**src/ptm_pkg.sv**
```systemverilog
// package for the 10-bit periodic timer: register indices, field positions, reset values
// assumes a byte-wide register port with one-cycle read latency
package ptm_pkg;
  localparam int ADDR_W = 3;
  localparam logic [2:0] ADDR_CTRL0 = 3'h0;
  localparam logic [2:0] ADDR_CTRL1 = 3'h1;
  localparam logic [2:0] ADDR_CNT_LO = 3'h2;
  localparam logic [2:0] ADDR_CNT_HI = 3'h3;
  localparam logic [2:0] ADDR_CMPA_LO = 3'h4;
  localparam logic [2:0] ADDR_CMPA_HI = 3'h5;
  localparam logic [2:0] ADDR_CMPP_LO = 3'h6;
  localparam logic [2:0] ADDR_CMPP_HI = 3'h7;
  localparam int CNT_W = 10;
  localparam logic [9:0] CNT_MAX = 10'h3ff;
  localparam logic [7:0] CTRL_RESET = 8'h00;
  localparam logic [9:0] VALUE_RESET = 10'h000;
  // control zero field positions
  localparam int C0_PAUSE = 7;
  localparam int C0_CLK_HI = 6;
  localparam int C0_CLK_LO = 4;
  localparam int C0_ON = 3;
  // control one field positions
  localparam int C1_MODE_HI = 7;
  localparam int C1_MODE_LO = 6;
  localparam int C1_FUNC_HI = 5;
  localparam int C1_FUNC_LO = 4;
  localparam int C1_INIT = 3;
  localparam int C1_POL = 2;
  localparam int C1_CAPSRC = 1;
  localparam int C1_CLRSEL = 0;
  // prescale divide ratios
  localparam logic [7:0] DIV_SYS4 = 8'h03;
  localparam logic [7:0] DIV_H16 = 8'h0f;
  localparam logic [7:0] DIV_H64 = 8'h3f;

  typedef enum logic [1:0] {MODE_COMPARE, MODE_CAPTURE, MODE_PWM, MODE_TIMER} mode_e;
  typedef enum logic [2:0] {
    CLK_SYS4, CLK_SYS, CLK_H16, CLK_H64, CLK_TBC0, CLK_TBC1, CLK_EXT_RISE, CLK_EXT_FALL
  } clk_sel_e;

  typedef struct packed {
    logic pause;
    clk_sel_e clkSel;
    logic on;
  } ctrl0_s;

  typedef struct packed {
    mode_e mode;
    logic [1:0] func;
    logic initLevel;
    logic polInvert;
    logic capSrc;
    logic clrSel;
  } ctrl1_s;

  typedef struct packed {
    logic [ADDR_W-1:0] addr;
    logic [7:0] wdata;
    logic wr;
    logic rd;
  } reg_req_s;
endpackage

```
**src/periodic_timer.sv**
```systemverilog
// 10-bit periodic timer: registers, counter, comparators, output and capture logic
// assumes synchronous pins and byte register port, read data one cycle after the strobe
//
// How it works
// - pause bit holds counter; clearing resumes from the held value
// - three-bit field picks counter clock: prescaled, time-base or pin edge
// - on-bit rising edge zeroes the counter and starts; clearing stops it
// - after on-bit falls the counter keeps its residual value
// - compare mode: on-bit rising edge returns pin to initial level
// - unimplemented bits read as zero
// - two-bit mode field: compare, capture, pwm/single pulse, timer
// - compare mode: A match leaves, lowers, raises or toggles pin
// - pwm mode: force inactive, force active, pwm, single pulse
// - capture mode: rising, falling, both edges, or disabled
// - requested level equal to current level shows no pin change
// - initial-level bit sets initial or active level; none in timer mode
// - polarity bit inverts the pin; no effect in timer mode
// - capture source: timer pin when 0, external clock pin when 1
// - clear-select 1 clears on A match; 0 on P match or overflow
// - overflow clear only when compare-P value is all zero
// - clear-select ignored in pwm, single pulse and capture modes
// - counter readable through low and high registers, not writable
// - compare-A and compare-P each held in low byte plus two bits
// - counter clears on overflow or selected match; raises match flags
// - pwm duty at or above period gives constant active output
//
// Decided for this implementation: the register addresses and the plain strobed port.
`timescale 1ns/10ps
`default_nettype none
module periodic_timer
  import ptm_pkg::*;
(
  input wire logic clock,
  input wire logic rst_n,
  input wire logic [ADDR_W-1:0] regAddr,
  input wire logic [7:0] regWdata,
  input wire logic regWr,
  input wire logic regRd,
  output logic [7:0] regRdata,
  input wire logic tbcTick,
  input wire logic highSpeedTick,
  input wire logic timerIoPinIn,
  input wire logic externalClockPin,
  output logic timerIoPinOut,
  output logic timerIoPinOe,
  output logic matchAFlag,
  output logic matchPFlag
);
  reg_req_s req;
  ctrl0_s ctrl0;
  ctrl1_s ctrl1;
  logic [9:0] counter;
  logic [9:0] compareA;
  logic [9:0] compareP;
  logic [7:0] sysDiv;
  logic [7:0] highDiv;
  logic onPrev;
  logic extPrev;
  logic ioPrev;
  logic level;
  logic pulseDone;

  assign req = '{addr: regAddr, wdata: regWdata, wr: regWr, rd: regRd};

  // clock selection
  // clock source mux
  wire extRise = externalClockPin & ~extPrev;
  wire extFall = ~externalClockPin & extPrev;
  wire sysTick4 = (sysDiv[1:0] == DIV_SYS4[1:0]);
  wire highTick16 = highSpeedTick & (highDiv[3:0] == DIV_H16[3:0]);
  wire highTick64 = highSpeedTick & (highDiv[5:0] == DIV_H64[5:0]);
  logic clkTick;
  always_comb begin
    case (ctrl0.clkSel)
      CLK_SYS4: clkTick = sysTick4;
      CLK_SYS: clkTick = 1'b1;
      CLK_H16: clkTick = highTick16;
      CLK_H64: clkTick = highTick64;
      CLK_TBC0, CLK_TBC1: clkTick = tbcTick;
      CLK_EXT_RISE: clkTick = extRise;
      default: clkTick = extFall;
    endcase
  end

  wire isCompare = (ctrl1.mode == MODE_COMPARE);
  wire isCapture = (ctrl1.mode == MODE_CAPTURE);
  wire isPwm = (ctrl1.mode == MODE_PWM);
  wire isTimer = (ctrl1.mode == MODE_TIMER);
  wire isSingle = isPwm & (ctrl1.func == 2'b11);

  wire onRise = ctrl0.on & ~onPrev;
  wire counting = ctrl0.on & ~ctrl0.pause & clkTick & ~onRise;
  wire matchA = counting & (counter == compareA);
  wire matchP = counting & (counter == compareP);
  wire overflow = counting & (counter == CNT_MAX);

  // clear selection, overflow only with zero P, mode gating
  wire pIsZero = (compareP == VALUE_RESET);
  wire clrByA = (isCompare | isTimer) & ctrl1.clrSel;
  wire clrAtP = ~clrByA & ~isSingle & ~pIsZero & matchP;
  wire clrAtOvf = ~clrByA & ~isSingle & pIsZero & overflow;
  wire clearCnt = (clrByA & matchA) | clrAtP | clrAtOvf;

  logic [9:0] next_counter;
  always_comb begin
    if (onRise) begin
      next_counter = VALUE_RESET;
    end else if (clearCnt) begin
      next_counter = VALUE_RESET;
    end else if (counting) begin
      next_counter = counter + 10'h001;
    end else begin
      next_counter = counter;
    end
  end

  // capture event
  // capture source
  wire capIn = ctrl1.capSrc ? externalClockPin : timerIoPinIn;
  wire capPrev = ctrl1.capSrc ? extPrev : ioPrev;
  wire capRise = capIn & ~capPrev;
  wire capFall = ~capIn & capPrev;
  logic capHit;
  always_comb begin
    case (ctrl1.func)
      2'b00: capHit = capRise;
      2'b01: capHit = capFall;
      2'b10: capHit = capRise | capFall;
      default: capHit = 1'b0;
    endcase
  end
  wire doCapture = isCapture & ctrl0.on & capHit;

  // register writes
  wire wrC0 = req.wr & (req.addr == ADDR_CTRL0);
  wire wrC1 = req.wr & (req.addr == ADDR_CTRL1);
  wire wrAL = req.wr & (req.addr == ADDR_CMPA_LO);
  wire wrAH = req.wr & (req.addr == ADDR_CMPA_HI);
  wire wrPL = req.wr & (req.addr == ADDR_CMPP_LO);
  wire wrPH = req.wr & (req.addr == ADDR_CMPP_HI);

  // single pulse: A match clears the on bit
  wire pulseEnd = isSingle & ctrl0.on & matchA;

  ctrl0_s next_ctrl0;
  always_comb begin
    next_ctrl0 = ctrl0;
    if (wrC0) begin
      next_ctrl0 = ctrl0_s'(req.wdata[7:3]);
    end
    if (pulseEnd) begin
      next_ctrl0.on = 1'b0;
    end
  end

  logic [9:0] next_compareA;
  always_comb begin
    next_compareA = compareA;
    if (wrAL) begin
      next_compareA[7:0] = req.wdata;
    end
    if (wrAH) begin
      next_compareA[9:8] = req.wdata[1:0];
    end
    // capture latches the live count into compare-A
    if (doCapture) begin
      next_compareA = counter;
    end
  end

  // output level machine
  logic next_level;
  always_comb begin
    next_level = level;
    if (isCompare) begin
      if (onRise) begin
        next_level = ctrl1.initLevel;
      end else if (matchA) begin
        // compare action, same level is no change
        case (ctrl1.func)
          2'b01: next_level = 1'b0;
          2'b10: next_level = 1'b1;
          2'b11: next_level = ~level;
          default: next_level = level;
        endcase
      end
    end else if (isPwm) begin
      // pwm function select, duty at or above period
      case (ctrl1.func)
        2'b00: next_level = ~ctrl1.initLevel;
        2'b01: next_level = ctrl1.initLevel;
        2'b10: next_level = ((next_counter < compareA) |
                             (~pIsZero & (compareA >= compareP))) ?
                            ctrl1.initLevel : ~ctrl1.initLevel;
        default: next_level = (next_ctrl0.on & ~pulseDone) ?
                              ctrl1.initLevel : ~ctrl1.initLevel;
      endcase
    end
  end

  // initial level and polarity only outside timer and capture modes
  wire pinDrive = ~isTimer & ~isCapture;
  wire next_pinOut = pinDrive & (level ^ ctrl1.polInvert);

  // register read, zero fill, live counter value
  logic [7:0] rdMux;
  always_comb begin
    if (req.addr == ADDR_CTRL0) begin
      rdMux = {ctrl0, 3'b000};
    end else if (req.addr == ADDR_CTRL1) begin
      rdMux = ctrl1;
    end else if (req.addr == ADDR_CNT_LO) begin
      rdMux = counter[7:0];
    end else if (req.addr == ADDR_CNT_HI) begin
      rdMux = {6'h00, counter[9:8]};
    end else if (req.addr == ADDR_CMPA_LO) begin
      rdMux = compareA[7:0];
    end else if (req.addr == ADDR_CMPA_HI) begin
      rdMux = {6'h00, compareA[9:8]};
    end else if (req.addr == ADDR_CMPP_LO) begin
      rdMux = compareP[7:0];
    end else begin
      rdMux = {6'h00, compareP[9:8]};
    end
  end

  always_ff @(posedge clock or negedge rst_n) begin
    if (!rst_n) begin
      ctrl0 <= ctrl0_s'(5'h00);
      ctrl1 <= ctrl1_s'(CTRL_RESET);
      compareA <= VALUE_RESET;
      compareP <= VALUE_RESET;
      counter <= VALUE_RESET;
    end else begin
      ctrl0 <= next_ctrl0;
      if (wrC1) begin
        ctrl1 <= ctrl1_s'(req.wdata);
      end
      compareA <= next_compareA;
      if (wrPL) begin
        compareP[7:0] <= req.wdata;
      end
      if (wrPH) begin
        compareP[9:8] <= req.wdata[1:0];
      end
      counter <= next_counter;
    end
  end

  always_ff @(posedge clock or negedge rst_n) begin
    if (!rst_n) begin
      sysDiv <= 8'h00;
      highDiv <= 8'h00;
      onPrev <= 1'b0;
      extPrev <= 1'b0;
      ioPrev <= 1'b0;
    end else begin
      sysDiv <= sysDiv + 8'h01;
      if (highSpeedTick) begin
        highDiv <= highDiv + 8'h01;
      end
      onPrev <= ctrl0.on;
      extPrev <= externalClockPin;
      ioPrev <= timerIoPinIn;
    end
  end

  always_ff @(posedge clock or negedge rst_n) begin
    if (!rst_n) begin
      level <= 1'b0;
      pulseDone <= 1'b0;
      timerIoPinOut <= 1'b0;
      timerIoPinOe <= 1'b0;
      matchAFlag <= 1'b0;
      matchPFlag <= 1'b0;
      regRdata <= 8'h00;
    end else begin
      level <= next_level;
      pulseDone <= onRise ? 1'b0 : (pulseDone | pulseEnd);
      timerIoPinOut <= next_pinOut;
      // pin released in timer and capture modes
      timerIoPinOe <= pinDrive;
      matchAFlag <= matchA | doCapture;
      matchPFlag <= (matchP & ~clrByA) | clrAtOvf;
      regRdata <= req.rd ? rdMux : 8'h00;
    end
  end
endmodule
`default_nettype wire

```
**config.mk**
```make
export PLATFORM = sky130hd
export DESIGN_NAME = periodic_timer
export DESIGN_NICKNAME = d
export VERILOG_FILES = /design/src/ptm_pkg.sv /design/src/periodic_timer.sv
export SDC_FILE = /design/constraint.sdc
export NUM_CORES = 1
export LEC_CHECK = 0
export BUFFER_PORTS_ARGS = -buffer_cell sky130_fd_sc_hd__buf_2
export CAP_MARGIN = 10
export CORE_ASPECT_RATIO = 0.9
export CORE_MARGIN = 2
export CORE_UTILIZATION = 30
export DETAILED_ROUTE_END_ITERATION = 10
export PLACE_DENSITY = 0.53
export REMOVE_ABC_BUFFERS = 1
export SYNTH_ARGS = -nofsm -noshare
export SYNTH_HDL_FRONTEND = slang
export SYNTH_SLANG_ARGS = --single-unit
```
**constraint.sdc**
```tcl
create_clock -name clock -period 5.05 [get_ports clock]
set_clock_uncertainty 0.05 [all_clocks]
set_input_delay 0.505 -clock clock [delete_from_list [all_inputs] [get_ports clock]]
set_output_delay 0.505 -clock clock [all_outputs]
set_load 0.05 [all_outputs]
```
Yosys cells after proc, flatten, opt, wreduce, memory -nomap -nowiden. Index checks and enable logic that the tools add are counted. W data, S select, Z words.

Flip-flop bits (word level): 76. Latch bits: 0. RAM bits: 0. ROM bits: 0. Input port bits: 19. Word-level logic and storage cells: 157. Memories kept: 0.

Add/sub/neg operators: 3. Multipliers: 0. Div/mod/pow operators: 0. Order comparisons: 2. Eq/ne operators: 27. Shift-type cells: 0. Muxes and demuxes: 29. Bitwise gates (word level): 60. Reductions and logical operators: 10.

Operators by type and width (count): $mux W8 (9); $mux W10 (4); $and A1 B1 Y1 (36); $eq A3 B3 Y1 const B (7); $eq A10 B10 Y1 (2); $add A8 B1 Y8 const B (2); $not A1 Y1 (15); $eq A3 B2 Y1 const B (4); $mux W1 (11); $add A10 B1 Y10 const B (1); $eq A10 B10 Y1 const B (1); $eq A2 B2 Y1 const B (5); $ge A10 B10 Y1 (1); $logic_not A10 Y1 (1); $lt A10 B10 Y1 (1); $pmux W1 S3 (3); $or A1 B1 Y1 (8); $eq A3 B1 Y1 const B (2); $eq A6 B6 Y1 const B (1); $logic_not A3 Y1 (2); $pmux W1 S6 (1); $reduce_bool A2 Y1 (3); $ne A5 B1 Y1 const B (1); $eq A2 B1 Y1 const B (2); other kinds (7) (8).

Longest topological paths before layout.
Depth in word-level cells: 17. Gate-level depth with buffers: 18. Mapped depth without buffers: 17.

Least setup slack after synthesis. No wires, ideal clock.

Path type: register to register. From: register sysDiv[0]. To: register level. Arrival: 3.415 ns. Required time: 4.872 ns. Setup slack: 1.457 ns. Cell stages (with the launch flop): 19. Buffers on the path: 2. Period minus slack after synthesis: 3.593 ns. Cells stage by stage: dfrtp_1 > ha_1 > nor4_1 > or4_1 > a31oi_1 > buf_4 > nand2_1 > o21ai_0 > buf_2 > nor2_1 > ha_1 > a2111oi_0 > o21ai_0 > a311oi_1 > nor2_1 > o21bai_1 > o41ai_2 > nor4_1 > nor3_1.

Word-level cells in the longest chain between the ends: 16. Elaborated cells between the ends (all ways): 27. Those cells by class: order compare (1); eq/ne (2); mux (10); bitwise (13); reduce/logical (1).

RTL lines: start, declared (RTL line periodic_timer.sv:55) `logic [7:0] sysDiv;`; start signal, assigned (RTL line periodic_timer.sv:258) `sysDiv <= sysDiv + 8'h01;`; $eq A2 B2 Y1 (*) (RTL line periodic_timer.sv:69) `wire sysTick4 = (sysDiv[1:0] == DIV_SYS4[1:0]);`; $pmux W1 S6 (*) (RTL line periodic_timer.sv:74) `case (ctrl0.clkSel)`; $and A1 B1 Y1 (*) (2 in a row) (RTL line periodic_timer.sv:92) `wire counting = ctrl0.on & ~ctrl0.pause & clkTick & ~onRise;`; $and A1 B1 Y1 (on tied branches) (RTL line periodic_timer.sv:93, periodic_timer.sv:94); $and A1 B1 Y1 (on tied branches) (RTL line periodic_timer.sv:102, periodic_timer.sv:100); $or A1 B1 Y1 (2 in a row) (RTL line periodic_timer.sv:102) `wire clearCnt = (clrByA & matchA) | clrAtP | clrAtOvf;`; $mux W10 (*) (RTL line periodic_timer.sv:108) `end else if (clearCnt) begin`; $mux W10 (*) (RTL line periodic_timer.sv:106) `if (onRise) begin`; via next_counter[5] (RTL line periodic_timer.sv:104) `logic [9:0] next_counter;`; $lt A10 B10 Y1 (*) (RTL line periodic_timer.sv:192) `2'b10: next_level = ((next_counter < compareA) |`; $or A1 B1 Y1 (*) (RTL line periodic_timer.sv:192); $mux W1 (*) (RTL line periodic_timer.sv:193) `(~pIsZero & (compareA >= compareP))) ?`; $pmux W1 S3 (*) (RTL line periodic_timer.sv:189) `case (ctrl1.func)`; $mux W1 (*) (RTL line periodic_timer.sv:187) `end else if (isPwm) begin`; $mux W1 (*) (RTL line periodic_timer.sv:175) `if (isCompare) begin`; end signal, assigned (RTL line periodic_timer.sv:278) `level <= next_level;`; end, declared (RTL line periodic_timer.sv:60) `logic level;`.

The timed path passes the listed nets; every way through them passes the cells marked *. The select of a mux whose other input is x is not followed. A chain may end at the register's enable or synchronous reset.

Worst setup path in the final report.
From: register ctrl0[0] (netlist name). To: register level.

Word-level cells in the longest chain between the ends: 15. Elaborated cells between the ends (all ways): 32. Those cells by class: order compare (1); eq/ne (2); mux (11); bitwise (17); reduce/logical (1).

RTL lines: start, declared (RTL line periodic_timer.sv:50) `ctrl0_s ctrl0;`; start signal, assigned (RTL line periodic_timer.sv:229) `ctrl0 <= ctrl0_s'(5'h00);`; start signal, assigned (RTL line periodic_timer.sv:235) `ctrl0 <= next_ctrl0;`; $and A1 B1 Y1 (on tied branches) (RTL line periodic_timer.sv:92, periodic_timer.sv:91); $and A1 B1 Y1 / $not A1 Y1 (equally long branches) (RTL line periodic_timer.sv:92); $and A1 B1 Y1 (RTL line periodic_timer.sv:92); $and A1 B1 Y1 (on tied branches) (RTL line periodic_timer.sv:93, periodic_timer.sv:94); $and A1 B1 Y1 (on tied branches) (RTL line periodic_timer.sv:102, periodic_timer.sv:100); $or A1 B1 Y1 (2 in a row) (RTL line periodic_timer.sv:102); $mux W10 (RTL line periodic_timer.sv:108); $mux W10 (*) (RTL line periodic_timer.sv:106); via next_counter[5] (RTL line periodic_timer.sv:104); $lt A10 B10 Y1 (*) (RTL line periodic_timer.sv:192); $or A1 B1 Y1 (*) (RTL line periodic_timer.sv:192); $mux W1 (*) (RTL line periodic_timer.sv:193); $pmux W1 S3 (*) (RTL line periodic_timer.sv:189); $mux W1 (*) (RTL line periodic_timer.sv:187); $mux W1 (*) (RTL line periodic_timer.sv:175).

Marked as above.

==> flow_summary.toml <==
[worst_setup_path]
r2r_start = "ctrl0[0]"
crit_path_start_kind = "flip-flop"
reg2regPathDepth = 17
arrival_ps = 4350
worstPathMaxFanout = 11
crit_type = "reg -> reg"
r2r_end = "level"
setup.worst_path.end_class = "flip-flop"
worst-r2r-setup-slack_ps = 860
crit_required_ps = 5220

[pwr]
total_leakage_power_uw = 0.00217
peakVddDrop_uv = 203
pwr_density_cell_mw_per_mm2 = 435

[hold_path]
whs_path_depth = 1
holdCritStartpoint = "timerIoPinIn"
worstHoldPathType = "in -> reg"
whs_endpoint = "ioPrev"

[placement]
hpwl_mm = 8.32
dpl_cell_area_mm2 = 0.00447
gp_congestion = 0.939
io_buffers = 30

[final_layout]
syn_to_final_growth_pct = 13.3
drive_above_1_share_pct = 15.7
utilization_pct = 35.1
final_cell_area_mm2 = 0.00475
diodes = 0
layout.nets = 506

[drt]
routed_wl_mm = 11.3
detail_route.wl_per_cell_um = 17.8
firstDrtPassIters = 5
vias = 3367
post-route-drc-count = 0
ant_nets = 0
drt-initial-drc-count = 310
via_per_inst = 5.33

[floorplanning]
die-width_um = 129
coreArea_mm2 = 0.0135
std_cell_rows = 40
initial_core_util_pct = 31.0
io_pins = 31
dieArea_mm2 = 0.0149
die_h_um = 116

[synthesis]
ys.warnings.count = 0
syn_area_per_cell_um2 = 9.53
synth-seq-cells = 68
ys_types = 52
synth_flop_cell = "dfrtp_1"
synthCells = 440
ys_seq_area_share_pct = 40.6
synth_edf_count = 0
async_flop_share_pct = 100
syn_area_mm2 = 0.00419

[clock_network]
htreeDepth = 3
cts_hold_buffers = 0
cts_tree = "done"
clkTransAtPathRegs_ps = 60
clock_sinks = 68
clk_latency_ps = 340
clk_path_buf_depth = 2
cts_resized = 0
numCtsBuffers = 9
cts_setup_buffers = 0
root_buffer = "clkbuf_16"

[timing]
min_period_ps = 4190
worst_pin_slew_ps = 879
max_freq_ghz = 0.239
finalCritPeriodShare_pct = 82.9
slew_violations = 0
fin_setup_tns_ps = 0
setup_viol = 0
rsz0062_at_grt = "no"
max_slew_margin_pct = 41.4
finalHoldViolCount = 0

[global_route]
antenna_found_initial = 0
grt_pass1_wl_mm = 18.3
grt_pass1_vias = 3162
grt_max_degree = 69
overflow = 0
grt_usage_pct = 16.3

[outcome]
status = "complete, no violations"

[run]
maxCapViolations = 0
routing by layer:
| layer | vias to the layer above | routed length, um | track usage [%] |
|---|---|---|---|
| met5 | - | 0 | 0 |
| met4 | 0 | 105 | 4.20 |
| met3 | 9 | 838 | 4.31 |
| met2 | 106 | 4600 | 22.1 |
| met1 | 1667 | 5720 | 25.3 |
| li1 | 1585 | - | - |
registers in the layout, summed over array words and instances (netlist names), 2 cells and up:
name,cells
counter,10
sysDiv,2
compareA,10
highDiv,6
regRdata,8
ctrl0,5
ctrl1,8
compareP,10
Yosys cell counts, types with 8 or more instances:
master / instances / area (um2)
xnor2_1: 20 / 175
a21oi_1: 11 / 55.1
mux2i_1: 17 / 170
o21ai_0: 32 / 160
ha_1: 28 / 350
clkbuf_1: 17 / 63.8
inv_1: 29 / 109
nand4_1: 12 / 75.1
nor2_1: 29 / 109
dfrtp_1: 68 / 1700
nand2_1: 43 / 161
nor2b_1: 8 / 50.1
mux2_2: 21 / 236
xor2_1: 15 / 131
worst max-delay path by stage:
stage,to,from,slack (ps)
after CTS,level,ctrl0[0],920
after floorplan,level,sysDiv[0],820
after global placement,level,highSpeedTick,970
after detailed placement,level,highSpeedTick,930
after global routing,level,ctrl0[0],450
final,level,ctrl0[0],860
worst max-delay path, cell delays in order (launching register included):
cell and delay (ps):
dfrtp_1 480, nand2_1 140, or4_1 510, a31oi_1 210, buf_4 230, nand4_1 260
nor2_1 200, xnor2_1 130, nor2_1 80, ha_1 310, a2111oi_0 360, o21ai_0 160
a311oi_1 300, nor2_1 90, o21bai_1 170, o41ai_2 110, nor4_1 180, nor3_1 80
layout by cell type (no fill, tap or decap), drive strengths merged, types with 2 or more instances in the layout:
cell type,instances
nor4,7
a22oi,7
o21ai,33
a311oi,2
and2,3
and3,6
nand2,43
o211a,4
o211ai,3
nand4,12
nand3,8
xnor2,20
a21oi,11
clkbuf,10
dfrtp,68
o22ai,4
ha,28
clkinv,5
mux2,21
mux2i,17
xor2,15
or3,3
nand2b,4
buf,33
nor3b,3
nor3,4
a2111oi,2
nor2b,8
nor2,29
o221ai,3
inv,29
final cells by class:
| class | count | area, um2 |
|---|---|---|
| clock buffers | 10 | 239 |
| multi-input cells | 318 | 2280 |
| well taps | 168 | 210 |
| inverters | 29 | 109 |
| repair buffers | 33 | 173 |
| flip-flops and latches | 68 | 1700 |
| fillers | 1398 | 8760 |
| clock inverters | 6 | 40.0 |
power by group:
group / switching (uW) / internal [uW] / total, uW
logic: 356 / 277 / 633
clock network: 244 / 344 / 588
registers: 176 / 667 / 843
per-stage QoR:
step	total power [uW]	hold WS [ps]	setup WS, ps	cells
floorplan	1250	159	823	415
finish	2060	235	864	632
global route	2210	224	447	632
detailed placement	1480	370	931	616
CTS	2070	227	919	632
global placement	1470	361	965	616
kinds of logic after synthesis:
family,Yosys count,synth area share [%]
simple gates,136,16.1
compound gates,81,12.8
flops,68,40.6
buf+inv,54,5.10
mux,38,9.70
xor+xnor,35,7.31
fa+ha+maj,28,8.36
Power figures use the tool's default switching activity.
